===== config.mk =====
export PLATFORM = sky130hd
export DESIGN_NAME = ec_ctrl_bits
export DESIGN_NICKNAME = d
export VERILOG_FILES = /design/src/ec_ctrl_pkg.sv /design/src/ec_ctrl_bits.sv
export SDC_FILE = /design/constraint.sdc
export NUM_CORES = 1
export LEC_CHECK = 0
export BUFFER_PORTS_ARGS = -buffer_cell sky130_fd_sc_hd__clkbuf_2
export CORE_ASPECT_RATIO = 1.4
export CORE_MARGIN = 4
export CORE_UTILIZATION = 25
export CTS_CLUSTER_DIAMETER = 100
export DETAILED_ROUTE_END_ITERATION = 12
export SYNTH_ARGS = -nofsm -noshare
export SYNTH_HDL_FRONTEND = slang
export SYNTH_SLANG_ARGS = --single-unit

===== constraint.sdc =====
create_clock -name mclk_i -period 3.4 [get_ports mclk_i]
set_input_delay 0.68 -clock mclk_i [delete_from_list [all_inputs] [get_ports mclk_i]]
set_output_delay 0.68 -clock mclk_i [all_outputs]
set_load 0.05 [all_outputs]

===== src/ec_ctrl_pkg.sv =====
// Constants and types for the echo canceller control register bank
//
// Overview of operation
// - Gain control disable bit high switches off speaker path automatic gain control.
// - Howling detect disable bit high stops the howling detector.
// - Receive mute high replaces receive samples with quiet code after nonlinear stage, unless path bypass is high.
// - Send mute high forces send samples to quiet code after nonlinear stage, unless path bypass is high.
// - Path bypass high passes send and receive samples unchanged.
// - Narrowband detect disable high turns off both narrowband detectors.
// - Writing power initialisation bit one starts the preset-state restore routine.
// - Two-bit sample shift applies only while its control bit is one.
package ec_ctrl_pkg;
	// ==========================================
	// Register map
	localparam logic [3:0] ADDR_MAIN_CONTROL     = 4'h0;
	localparam logic [3:0] ADDR_ACOUSTIC_CONTROL = 4'h1;
	localparam logic [7:0] MAIN_CONTROL_RESET    = 8'h00;
	localparam logic [7:0] ACOUSTIC_RESET        = 8'h00;
	localparam logic [7:0] READ_UNMAPPED         = 8'h00;
	localparam logic [7:0] QUIET_CODE            = 8'h00;
	localparam int         SHIFT_BITS            = 2;

	// ==========================================
	// Main control field layout
	typedef struct packed {
		logic shift_enable;
		logic power_init;
		logic howling_detect_disable;
		logic gain_control_disable;
		logic narrowband_detect_disable;
		logic path_bypass;
		logic send_mute;
		logic receive_mute;
	} main_control_t;

	// Acoustic canceller control field layout
	typedef struct packed {
		logic weighting_disable;
		logic adaptation_disable_speed_control_disable;
		logic nonlinear_processor_disable;
		logic noise_injection_disable;
		logic highpass_filter_bypass;
		logic filter_coefficient_clear;
		logic adaptation_disable;
		logic canceller_bypass;
	} acoustic_control_t;

	// Audio sample pair carried by each path
	typedef struct packed {
		logic [7:0] receive;
		logic [7:0] send;
	} sample_pair_t;

	// Detector and processing enables derived from the bits
	typedef struct packed {
		logic gain_control_on;
		logic howling_detect_on;
		logic narrowband_receive_on;
		logic narrowband_send_on;
		logic power_init_start;
	} engine_ctrl_t;
endpackage : ec_ctrl_pkg


===== src/ec_ctrl_bits.sv =====
// Control register bank and audio path steering for the echo canceller
//
// Our own choices: the address map and the address-and-strobe port.
`timescale 1ns/100ps
module ec_ctrl_bits (
	input  wire logic                            mclk_i,
	input  wire logic                            reset_i,
	input  wire logic [3:0]                      addr_i,
	input  wire logic [7:0]                      wdata_i,
	input  wire logic                            wr_i,
	input  wire logic                            rd_i,
	output logic [7:0]                           rdata_o,
	input  wire ec_ctrl_pkg::sample_pair_t       raw_i,
	input  wire ec_ctrl_pkg::sample_pair_t       nlp_i,
	output ec_ctrl_pkg::sample_pair_t            audio_o,
	output ec_ctrl_pkg::engine_ctrl_t            engine_o,
	output ec_ctrl_pkg::acoustic_control_t       acoustic_o
);
	import ec_ctrl_pkg::*;

	main_control_t     main_reg;
	acoustic_control_t acoustic_reg;
	logic [7:0]        rdata_reg;
	logic              init_reg;
	sample_pair_t      audio_next;
	sample_pair_t      audio_reg;
	main_control_t     wr_fields;

	// ==========================================
	// Register writes
	always_ff @(posedge mclk_i) begin
		if (reset_i) begin
			main_reg <= MAIN_CONTROL_RESET;
		end else if (wr_i && addr_i == ADDR_MAIN_CONTROL) begin
			main_reg <= wdata_i;
		end
	end

	// Acoustic control register
	always_ff @(posedge mclk_i) begin
		if (reset_i) begin
			acoustic_reg <= ACOUSTIC_RESET;
		end else if (wr_i && addr_i == ADDR_ACOUSTIC_CONTROL) begin
			acoustic_reg <= wdata_i;
		end
	end

	// Write data viewed through the main control layout
	assign wr_fields = wdata_i;

	// One-cycle start pulse when init bit written one
	always_ff @(posedge mclk_i) begin
		if (reset_i) begin
			init_reg <= 1'b0;
		end else begin
			init_reg <= wr_i && addr_i == ADDR_MAIN_CONTROL && wr_fields.power_init;
		end
	end

	// ==========================================
	// Register reads, data in the following cycle
	always_ff @(posedge mclk_i) begin
		if (reset_i) begin
			rdata_reg <= READ_UNMAPPED;
		end else if (rd_i) begin
			if (addr_i == ADDR_MAIN_CONTROL) begin
				rdata_reg <= main_reg;
			end else if (addr_i == ADDR_ACOUSTIC_CONTROL) begin
				rdata_reg <= acoustic_reg;
			end else begin
				rdata_reg <= READ_UNMAPPED;
			end
		end else begin
			rdata_reg <= READ_UNMAPPED;
		end
	end

	assign rdata_o = rdata_reg;

	// ==========================================
	// Audio path selection: bypass, mute, shift
	always_comb begin
		audio_next = nlp_i;
		if (main_reg.shift_enable) begin
			audio_next.receive = nlp_i.receive << SHIFT_BITS;
			audio_next.send    = nlp_i.send << SHIFT_BITS;
		end
		if (main_reg.receive_mute) begin
			audio_next.receive = QUIET_CODE;
		end
		if (main_reg.send_mute) begin
			audio_next.send = QUIET_CODE;
		end
		if (main_reg.path_bypass) begin
			audio_next = raw_i;
		end
	end

	// Registered audio outputs
	always_ff @(posedge mclk_i) begin
		if (reset_i) begin
			audio_reg <= '0;
		end else begin
			audio_reg <= audio_next;
		end
	end

	assign audio_o = audio_reg;

	// ==========================================
	// Engine enables
	assign engine_o.gain_control_on       = ~main_reg.gain_control_disable;
	assign engine_o.howling_detect_on     = ~main_reg.howling_detect_disable;
	assign engine_o.narrowband_receive_on = ~main_reg.narrowband_detect_disable;
	assign engine_o.narrowband_send_on    = ~main_reg.narrowband_detect_disable;
	assign engine_o.power_init_start      = init_reg;
	assign acoustic_o                     = acoustic_reg;

	// ==========================================
	// Checks: engine enables
	// Gain control enable is the inverse of its disable bit
	a_gain_ctrl_follows: assert property (
		@(posedge mclk_i) disable iff (reset_i)
		engine_o.gain_control_on != main_reg.gain_control_disable)
		else $error("gain control enable wrong");

	// A main control write sets the gain control enable
	a_gain_from_write: assert property (
		@(posedge mclk_i) disable iff (reset_i)
		!reset_i && wr_i && addr_i == ADDR_MAIN_CONTROL
		|=> engine_o.gain_control_on == !$past(wr_fields.gain_control_disable))
		else $error("gain control enable not taken from write");

	// Howling detector enable is the inverse of its disable bit
	a_howling_follows: assert property (
		@(posedge mclk_i) disable iff (reset_i)
		engine_o.howling_detect_on == !main_reg.howling_detect_disable)
		else $error("howling enable wrong");

	// A main control write sets the howling detector enable
	a_howling_from_write: assert property (
		@(posedge mclk_i) disable iff (reset_i)
		!reset_i && wr_i && addr_i == ADDR_MAIN_CONTROL
		|=> engine_o.howling_detect_on == !$past(wr_fields.howling_detect_disable))
		else $error("howling enable not taken from write");

	// Both narrowband detectors share one disable bit
	a_narrowband_both: assert property (
		@(posedge mclk_i) disable iff (reset_i)
		engine_o.narrowband_receive_on == engine_o.narrowband_send_on
		&& engine_o.narrowband_send_on == !main_reg.narrowband_detect_disable)
		else $error("narrowband enables wrong");

	// A main control write sets both narrowband enables
	a_narrowband_from_write: assert property (
		@(posedge mclk_i) disable iff (reset_i)
		!reset_i && wr_i && addr_i == ADDR_MAIN_CONTROL
		|=> engine_o.narrowband_receive_on == !$past(wr_fields.narrowband_detect_disable)
		&& engine_o.narrowband_send_on == !$past(wr_fields.narrowband_detect_disable))
		else $error("narrowband enables not taken from write");

	// Writing the init bit one starts the routine next cycle
	a_init_pulse: assert property (
		@(posedge mclk_i) disable iff (reset_i)
		!reset_i && wr_i && addr_i == ADDR_MAIN_CONTROL && wr_fields.power_init
		|=> engine_o.power_init_start)
		else $error("init pulse missing");

	// No start pulse without a main control write
	a_init_needs_write: assert property (
		@(posedge mclk_i) disable iff (reset_i)
		!reset_i && !(wr_i && addr_i == ADDR_MAIN_CONTROL)
		|=> !engine_o.power_init_start)
		else $error("init pulse without write");

	// Writing the init bit zero starts nothing
	a_init_zero_write: assert property (
		@(posedge mclk_i) disable iff (reset_i)
		!reset_i && wr_i && addr_i == ADDR_MAIN_CONTROL && !wr_fields.power_init
		|=> !engine_o.power_init_start)
		else $error("init pulse on zero write");

	// ==========================================
	// Checks: audio paths
	// Receive mute gives quiet code unless bypassed
	a_receive_mute_quiet: assert property (
		@(posedge mclk_i) disable iff (reset_i)
		!reset_i && main_reg.receive_mute && !main_reg.path_bypass
		|=> audio_o.receive == QUIET_CODE)
		else $error("receive not muted");

	// Send mute gives quiet code unless bypassed
	a_send_mute_quiet: assert property (
		@(posedge mclk_i) disable iff (reset_i)
		!reset_i && main_reg.send_mute && !main_reg.path_bypass
		|=> audio_o.send == QUIET_CODE)
		else $error("send not muted");

	// Bypass carries raw samples on both paths
	a_bypass_raw: assert property (
		@(posedge mclk_i) disable iff (reset_i)
		!reset_i && main_reg.path_bypass
		|=> audio_o == $past(raw_i))
		else $error("bypass not transparent");

	// Receive path unshifted while shift is off
	a_shift_plain: assert property (
		@(posedge mclk_i) disable iff (reset_i)
		!reset_i && !main_reg.shift_enable && !main_reg.path_bypass && !main_reg.receive_mute
		|=> audio_o.receive == $past(nlp_i.receive))
		else $error("unshifted path altered");

	// Send path unshifted while shift is off
	a_send_plain: assert property (
		@(posedge mclk_i) disable iff (reset_i)
		!reset_i && !main_reg.shift_enable && !main_reg.path_bypass && !main_reg.send_mute
		|=> audio_o.send == $past(nlp_i.send))
		else $error("unshifted send path altered");

	// Receive path shifted while shift is on
	a_receive_shifted: assert property (
		@(posedge mclk_i) disable iff (reset_i)
		!reset_i && main_reg.shift_enable && !main_reg.path_bypass && !main_reg.receive_mute
		|=> audio_o.receive == 8'($past(nlp_i.receive) << SHIFT_BITS))
		else $error("receive path not shifted");

	// Send path shifted while shift is on
	a_send_shifted: assert property (
		@(posedge mclk_i) disable iff (reset_i)
		!reset_i && main_reg.shift_enable && !main_reg.path_bypass && !main_reg.send_mute
		|=> audio_o.send == 8'($past(nlp_i.send) << SHIFT_BITS))
		else $error("send path not shifted");

	// Audio outputs cleared while in reset
	a_audio_reset: assert property (
		@(posedge mclk_i)
		reset_i
		|=> audio_o == '0)
		else $error("audio not cleared by reset");

	// ==========================================
	// Checks: register port and reset
	// Write then read with no gap returns the written value
	a_read_back: assert property (
		@(posedge mclk_i) disable iff (reset_i)
		!reset_i && wr_i && addr_i == ADDR_MAIN_CONTROL ##1 rd_i && addr_i == ADDR_MAIN_CONTROL
		|=> rdata_o == $past(wdata_i, 2))
		else $error("read back mismatch");

	// Main control takes the written byte
	a_main_takes_write: assert property (
		@(posedge mclk_i) disable iff (reset_i)
		!reset_i && wr_i && addr_i == ADDR_MAIN_CONTROL
		|=> main_reg == $past(wdata_i))
		else $error("main control write lost");

	// Main control holds without its write
	a_main_holds: assert property (
		@(posedge mclk_i) disable iff (reset_i)
		!reset_i && !(wr_i && addr_i == ADDR_MAIN_CONTROL)
		|=> $stable(main_reg))
		else $error("main control changed without write");

	// Acoustic control takes the written byte
	a_acoustic_takes_write: assert property (
		@(posedge mclk_i) disable iff (reset_i)
		!reset_i && wr_i && addr_i == ADDR_ACOUSTIC_CONTROL
		|=> acoustic_o == $past(wdata_i))
		else $error("acoustic control write lost");

	// Acoustic control holds without its write
	a_acoustic_holds: assert property (
		@(posedge mclk_i) disable iff (reset_i)
		!reset_i && !(wr_i && addr_i == ADDR_ACOUSTIC_CONTROL)
		|=> $stable(acoustic_o))
		else $error("acoustic control changed without write");

	// Main control read returns the stored byte
	a_read_main_value: assert property (
		@(posedge mclk_i) disable iff (reset_i)
		!reset_i && rd_i && addr_i == ADDR_MAIN_CONTROL
		|=> rdata_o == $past(main_reg))
		else $error("main control read wrong");

	// Acoustic control read returns the stored byte
	a_read_acoustic: assert property (
		@(posedge mclk_i) disable iff (reset_i)
		!reset_i && rd_i && addr_i == ADDR_ACOUSTIC_CONTROL
		|=> rdata_o == $past(acoustic_o))
		else $error("acoustic control read wrong");

	// Unmapped reads return the fill value
	a_read_unmapped: assert property (
		@(posedge mclk_i) disable iff (reset_i)
		!reset_i && rd_i && addr_i != ADDR_MAIN_CONTROL && addr_i != ADDR_ACOUSTIC_CONTROL
		|=> rdata_o == READ_UNMAPPED)
		else $error("unmapped read not filled");

	// Read data stand only after a read strobe
	a_rdata_idle: assert property (
		@(posedge mclk_i) disable iff (reset_i)
		!reset_i && !rd_i
		|=> rdata_o == READ_UNMAPPED)
		else $error("read data without strobe");

	// Registers and read data return to reset values
	a_regs_reset: assert property (
		@(posedge mclk_i)
		reset_i
		|=> main_reg == MAIN_CONTROL_RESET && acoustic_o == ACOUSTIC_RESET
		&& rdata_o == READ_UNMAPPED)
		else $error("registers not reset");

	// No start pulse while in reset
	a_init_reset: assert property (
		@(posedge mclk_i)
		reset_i
		|=> !engine_o.power_init_start)
		else $error("init pulse during reset");

endmodule : ec_ctrl_bits


# After elaboration in Yosys (flattened, before gate mapping)
# Index checks and enable logic that the tools add are counted.
# W data, S select, Z words.
op_classes:
  n_eq_ne: 1
  muxes: 6
  bitwise: 4
  reduce_logical: 5
op_table:
  columns: ["operator", "n"]
  rows:
  - ["$mux W16", 2]
  - ["$mux W8", 4]
  - ["$eq A4 B1 Y1 const B", 1]
  - ["$logic_not A4 Y1", 1]
  - ["$not A1 Y1", 4]
  - ["$logic_and A1 B1 Y1", 3]
  - ["$reduce_or A2 Y1", 1]
totals:
  regBits: 41
  word_cells: 36

# Depth between registers and ports, before layout
# Gate-level depths: netlist of run 1.
depth:
  word_depth: 3
  ltp_mapped: 5
  mapped_depth_nobuf: 3

# Least setup slack after synthesis of run 1
# Ideal clock, no wire load.
synth_timing:
  path_kind: "reg2out"
  startpoint: "reg main_reg[3] in the netlist's numbering"
  endpoint: "out engine_o[2] in the netlist's numbering"
  t_arrival_ns: 0.907
  t_required_ns: 2.720
  path_slack_ns: 1.813
  path_stages_with_launch: 3
  n_path_buf: 1
  cell_sequence: "dfxtp_1 inv_1 buf_4"
synth_rtl:
  columns: ["item", "line_no", "source"]
  rows:
  - ["from (decl)", "ec_ctrl_bits.sv:21", "main_control_t main_reg;"]
  - ["from (signal assigned)", "ec_ctrl_bits.sv:35", "main_reg <= wdata_i;"]
  - ["to (decl)", "ec_ctrl_bits.sv:16", "output ec_ctrl_pkg::engine_ctrl_t engine_o,"]

==> impl_metrics.ini, run 1 <==
[worst_hold_path]
min_path_type = register to register

[die]
die_w_um = 77.83
floorplan.initialDensity_pct = 25.81
coreArea_um2 = 6613
dieArea_um2 = 8231
top_level_ports = 85
row_count = 35
die_height_um = 105.8

[power_and_ir_drop]
leakage_nw = 1.052
internal_power_w = 0.0006878
power_density_nw_per_um2 = 418.2
power_frac_comb_pct = 14.9
clkPwrFrac_pct = 32.3
irDropWorstVdd_mv = 0.2218
p_sw_share_pct = 27.54
p_seq_share_pct = 52.8
switchingPower_w = 0.0002615

[synth]
yosys.cell_types.count = 21
synthCells = 170
netlist_area_um2 = 1707
ys_warn_count = 0
synth.yosys.seq_area_share_pct = 48.09
synth-seq-cells = 41
postSynthAreaPerCell_um2 = 10.04
synthesis.nets = 218

[placed_design]
portBuffers = 84
dp_cells = 334
dpl_cell_area_um2 = 2183
gp_congestion = 0.6784
hpwlAfterDp_um = 3375

[drt]
post-route-drc-count = 0
first_iter_violations = 41
vias = 1472
wirelength_um = 4404
ant_nets = 0
first_pass_iters = 4
wl_per_cell_um = 12.88
vias_per_cell = 4.304

[critical_path]
worstPathArrival_ns = 0.99
max_stage_delay_ns = 0.31
worstSetupPathType = register to output port
cp_slowest_cell = dfxtp_1
cp.required_ns = 2.72
critical_path.endpoint_type = output port
worstPathMaxFanout = 3
critPathLaunchType = register
worst-path-buf-inv = 2
path_cells = inv_1, clkbuf_2
cp_top_family = buffers and inverters

[global_route]
first_global_vias = 1507
overflow = 0
grt_first_pass_wirelength_um = 7086
track_usage_pct = 10.75
grt_antenna_before_repair = 0
grt_max_degree = 42

[clocking]
htreeDepth = 2
hold_buffers = 0
cts.clk_slew.worst_paths_ns = 0.08
post_cts_resized = 0
clock_latency_ns = 0.29
ctsRootBufferMaster = clkbuf_8
cts_tree = done
clockBufferDepth = 2
cts_setup_buffers = 0
tritoncts.num_buffers = 5
cts_num_sinks = 41

[timing]
clock_skew_ns = 0.007332
slew_viol_final = 0
min_period_ns = 1.666
post-route-period-util_pct = 48.99
finalSetupViolCount = 0
setup_tns_ns = 0
finalHoldViolCount = 0
rsz0062_at_grt = false
slew_headroom_pct = 45.19
hold-worst-slack_ns = 0.4833
clock.fmax_ghz = 0.6004
worst_pin_slew_ns = 0.8211

[finish]
n_antenna_cell = 0
largest_reg_flops = 16
final_area_um2 = 2270
area_growth_pct = 32.99
layout-drive-gt1-share_pct = 42.40
final_core_util_pct = 34.32
fin_cells = 342
fin_nets = 297

[job]
drv_cap = 0

[outcome]
status = complete, no violations
==> stage by stage <==
stage	power, W	worst slack, ns
global placement	0.0006552	1.467
CTS	0.0009720	1.720
floorplan	0.0006030	1.813
detailed placement	0.0006563	1.437
finish	0.0009493	1.734
global route	0.0009994	1.647
==> cells in the final DEF, fill, tap and decap left out <==
cell type   netlist  layout
a211o_1           3       3
a21oi_1           4       4
a22oi_1          20      20
and2_1            1       1
buf_4             4       1
clkbuf_2          0      84
clkbuf_8          0       5
clkinv_2          0       2
clkinvlp_4        0       1
dfxtp_1          41      41
inv_1             3       3
mux2_1            2       2
mux2_2           10      10
mux2i_1          13      13
nand2_1           1       1
nand2_4           1       1
nand2b_1         22      22
nor2_1           27      27
nor4_2            1       1
nor4b_1           4       4
nor4b_4           1       1
o21ai_1           3       3
==> synth_stat cells <==
| library cell | number | share of area, % |
|---|---|---|
| nor4b_4 | 1 | 1.4 |
| dfxtp_1 | 41 | 48 |
| nand2_1 | 1 | 0.22 |
| o21ai_1 | 3 | 0.88 |
| nor4_2 | 1 | 0.73 |
| a21oi_1 | 4 | 1.2 |
| mux2i_1 | 13 | 7.6 |
| a22oi_1 | 20 | 8.8 |
| buf_2 | 2 | 0.59 |
| nand2b_1 | 22 | 8.1 |
| mux2_1 | 2 | 1.3 |
| buf_1 | 1 | 0.22 |
| nor2_1 | 27 | 5.9 |
| and2_1 | 1 | 0.37 |
| clkbuf_1 | 6 | 1.3 |
| buf_4 | 4 | 1.8 |
| inv_1 | 3 | 0.66 |
| mux2_2 | 10 | 6.6 |
| a211o_1 | 3 | 1.5 |
| nand2_4 | 1 | 0.66 |
| nor4b_1 | 4 | 2.1 |
==> cell families after synthesis <==
| kind of cell | count (synthesis) | share of synthesized area [%] |
|---|---|---|
| AOI/OAI and AO/OA | 30 | 12.39 |
| buffers and inverters | 16 | 4.545 |
| DFF | 41 | 48.09 |
| muxes | 25 | 15.54 |
| and+or+nand+nor | 58 | 19.43 |
==> metal layers <==
metal | wire length (µm) | up-vias | GRT usage (%)
met2 | 2173 | 60 | 18.81
met5 | 0 | - | 0
met1 | 1848 | 655 | 12.16
met4 | 57 | 0 | 3.435
met3 | 325 | 7 | 3.504
li1 | - | 750 | -
==> worst register-to-register path, cell delays in order, from the launching register on <==
cell,delay (ns)
dfxtp_1,0.83
mux2_2,0.41
a22oi_1,0.20
nor2_1,0.06
==> worst paths after layout <==
check                   start     endpoint  slack (ns)  cells after the start
setup / recovery  main_reg[3]  engine_o[1]        1.73                      2
hold / removal    main_reg[6]  main_reg[6]        0.48                      2
setup reg to reg  main_reg[7]   audio_o[5]        1.75                      3
hold reg to reg   main_reg[6]  main_reg[6]        0.48                      2
==> power groups by stage <==
stage	combinational [W]	sequential, W	clock [W]
floorplan	0.0000475	0.000556	0
global placement	0.000143	0.000512	0
detailed placement	0.000144	0.000512	0
CTS	0.000144	0.000501	0.000327
global route	0.000153	0.000503	0.000343
finish	0.000142	0.000501	0.000307
==> cell type report <==
type	instances	area [µm²]
Inverter	3	11.26
Tap cell	92	115.1
Clock buffer	5	68.82
Multi-Input combinational cell	113	808.3
Sequential cell	41	820.8
Fill cell	696	4343
Clock inverter	3	17.52
Timing Repair Buffer	85	427.9
Power figures use the tool's default switching activity.
==> inputs of run 2 (changes only) <==
- clock period: 3.4 -> 1.56 ns (I/O delays scaled with it)
==> impl_metrics.ini, run 2 (synthesis gave the netlist of run 1 again) <==
[die]
coreArea_um2 = 6613
row_count = 35
dieArea_um2 = 8231
top_level_ports = 85
die_w_um = 77.83
die_height_um = 105.8
floorplan.initialDensity_pct = 25.81

[timing]
rsz0062_at_grt = false
slew_headroom_pct = 70.87
worst_pin_slew_ns = 0.4353
clock.fmax_ghz = 0.7704
min_period_ns = 1.298
finalHoldViolCount = 0
timing.final.ws_setup_ns = 0.2620
finalSetupViolCount = 0
clock_skew_ns = 0.008828
setup_tns_ns = 0
slew_viol_final = 0
post-route-period-util_pct = 83.20

[critical_path]
worstSetupPathType = register to output port
path_cells = inv_1, clkbuf_2
max_stage_delay_ns = 0.31
worstPathArrival_ns = 0.99
worstPathMaxFanout = 3
critPathLaunchType = register
critical_path.endpoint_type = output port
cp_slowest_cell = dfxtp_1
cp.required_ns = 1.25

[power_and_ir_drop]
p_seq_share_pct = 47.2
power_frac_comb_pct = 13.9
leakage_nw = 1.105
internal_power_w = 0.001717
power_density_nw_per_um2 = 972.4
p_sw_share_pct = 25.43
switchingPower_w = 0.0005857
clkPwrFrac_pct = 38.8
irDropWorstVdd_mv = 0.3897

[outcome]
status = complete, no violations

[global_route]
grt_antenna_before_repair = 0
overflow = 0
grt_max_degree = 28
grt_busiest_layer = met2
grt_first_pass_wirelength_um = 7127
track_usage_pct = 10.89
met3_usage_pct = 4.017
grt_use_met2_pct = 18.75
first_global_vias = 1479
met1_usage_pct = 12.32

[finish]
largest_reg_flops = 16
layout-drive-gt1-share_pct = 43.97
nFillCells = 687
area_growth_pct = 38.78
layout_commonest_cell = clkbuf_2
fin_nets = 304
n_antenna_cell = 0
fin_cells = 349
layout_common_cells = 84 x clkbuf_2, 41 x dfxtp_1, 27 x nor2_1

[placed_design]
gp_congestion = 0.7503
hpwlAfterDp_um = 3548
portBuffers = 84
post-place-ws_ns = 0.1343
dp_cells = 341

[clocking]
tritoncts.num_buffers = 5
clockBufferDepth = 2
clock_latency_ns = 0.29
ctsRootBufferMaster = clkbuf_8
hold_buffers = 0
htreeDepth = 2
cts_num_sinks = 41
cts.clk_slew.worst_paths_ns = 0.08
cts_setup_buffers = 0
post_cts_resized = 0
cts_tree = done

[drt]
wl_per_cell_um = 12.86
vias = 1498
wirelength_um = 4489
ant_nets = 0
first_pass_iters = 4
post-route-drc-count = 0
vias_per_cell = 4.292
first_iter_violations = 28

[job]
drv_cap = 0

[worst_hold_path]
min_path_type = input port to register
run 2: cell count changes in the layout (fill, tap and decap cells not counted):
cell | previous run | this run
clkinv_2 | 2 | 0
buf_4 | 1 | 7
buf_12 | 0 | 1
clkbuf_8 | 5 | 6
bufinv_16 | 0 | 1
run 2: final cells by class:
| class | count | area [µm²] | area share [%] |
|---|---|---|---|
| well taps | 92 | 115.1 | 4.860 |
| flip-flops and latches | 41 | 820.8 | 34.65 |
| clock inverters | 2 | 37.54 | 1.585 |
| inverters | 3 | 11.26 | 0.4754 |
| multi-input cells | 113 | 808.3 | 34.13 |
| repair buffers | 92 | 493.0 | 20.81 |
| clock buffers | 6 | 82.58 | 3.487 |
run 2: stage by stage:
stage	utilization [%]	total power, W	hold slack (ns)	cell area [µm²]
final	35.82	0.002303	0.2630	2369
after global routing	35.82	0.002411	0.2616	2369
after CTS	35.82	0.002347	0.2481	2369
after detailed placement	34.00	0.001438	0.4649	2248
after global placement	34.00	0.001436	0.4638	2248
after floorplan	-	0.001314	0.4484	1707
run 2: path summary, 6_finish.rpt:
kind	slack, ns	start	to	depth (start not counted)
max reg2reg	0.33	main_reg[7]	audio_o[5]	4
min	0.26	raw_i[9]	audio_o[9]	3
min reg2reg	0.48	main_reg[6]	main_reg[6]	2
max	0.26	main_reg[3]	engine_o[2]	2
run 2: critical path, delay by kind of cell, from the launching register on:
kind	cells	cell delay (ns)
buf+inv	2	0.38
flops	1	0.31
run 2: power groups by stage:
stage	logic (W)	registers, W	clock network, W
2_1_floorplan	0.000104	0.00121	0
3_3_place_gp	0.000323	0.00111	0
3_5_place_dp	0.000325	0.00111	0
4_1_cts	0.000326	0.00109	0.000933
5_1_grt	0.000347	0.00109	0.000973
6_report	0.000321	0.00109	0.000894
run 2: routing by layer:
metal | part of all wire [%] | vias to the layer above
met5 | 0 | -
met4 | 0.76 | 0
met3 | 6.9 | 4
met2 | 52 | 54
met1 | 40 | 680
li1 | - | 760
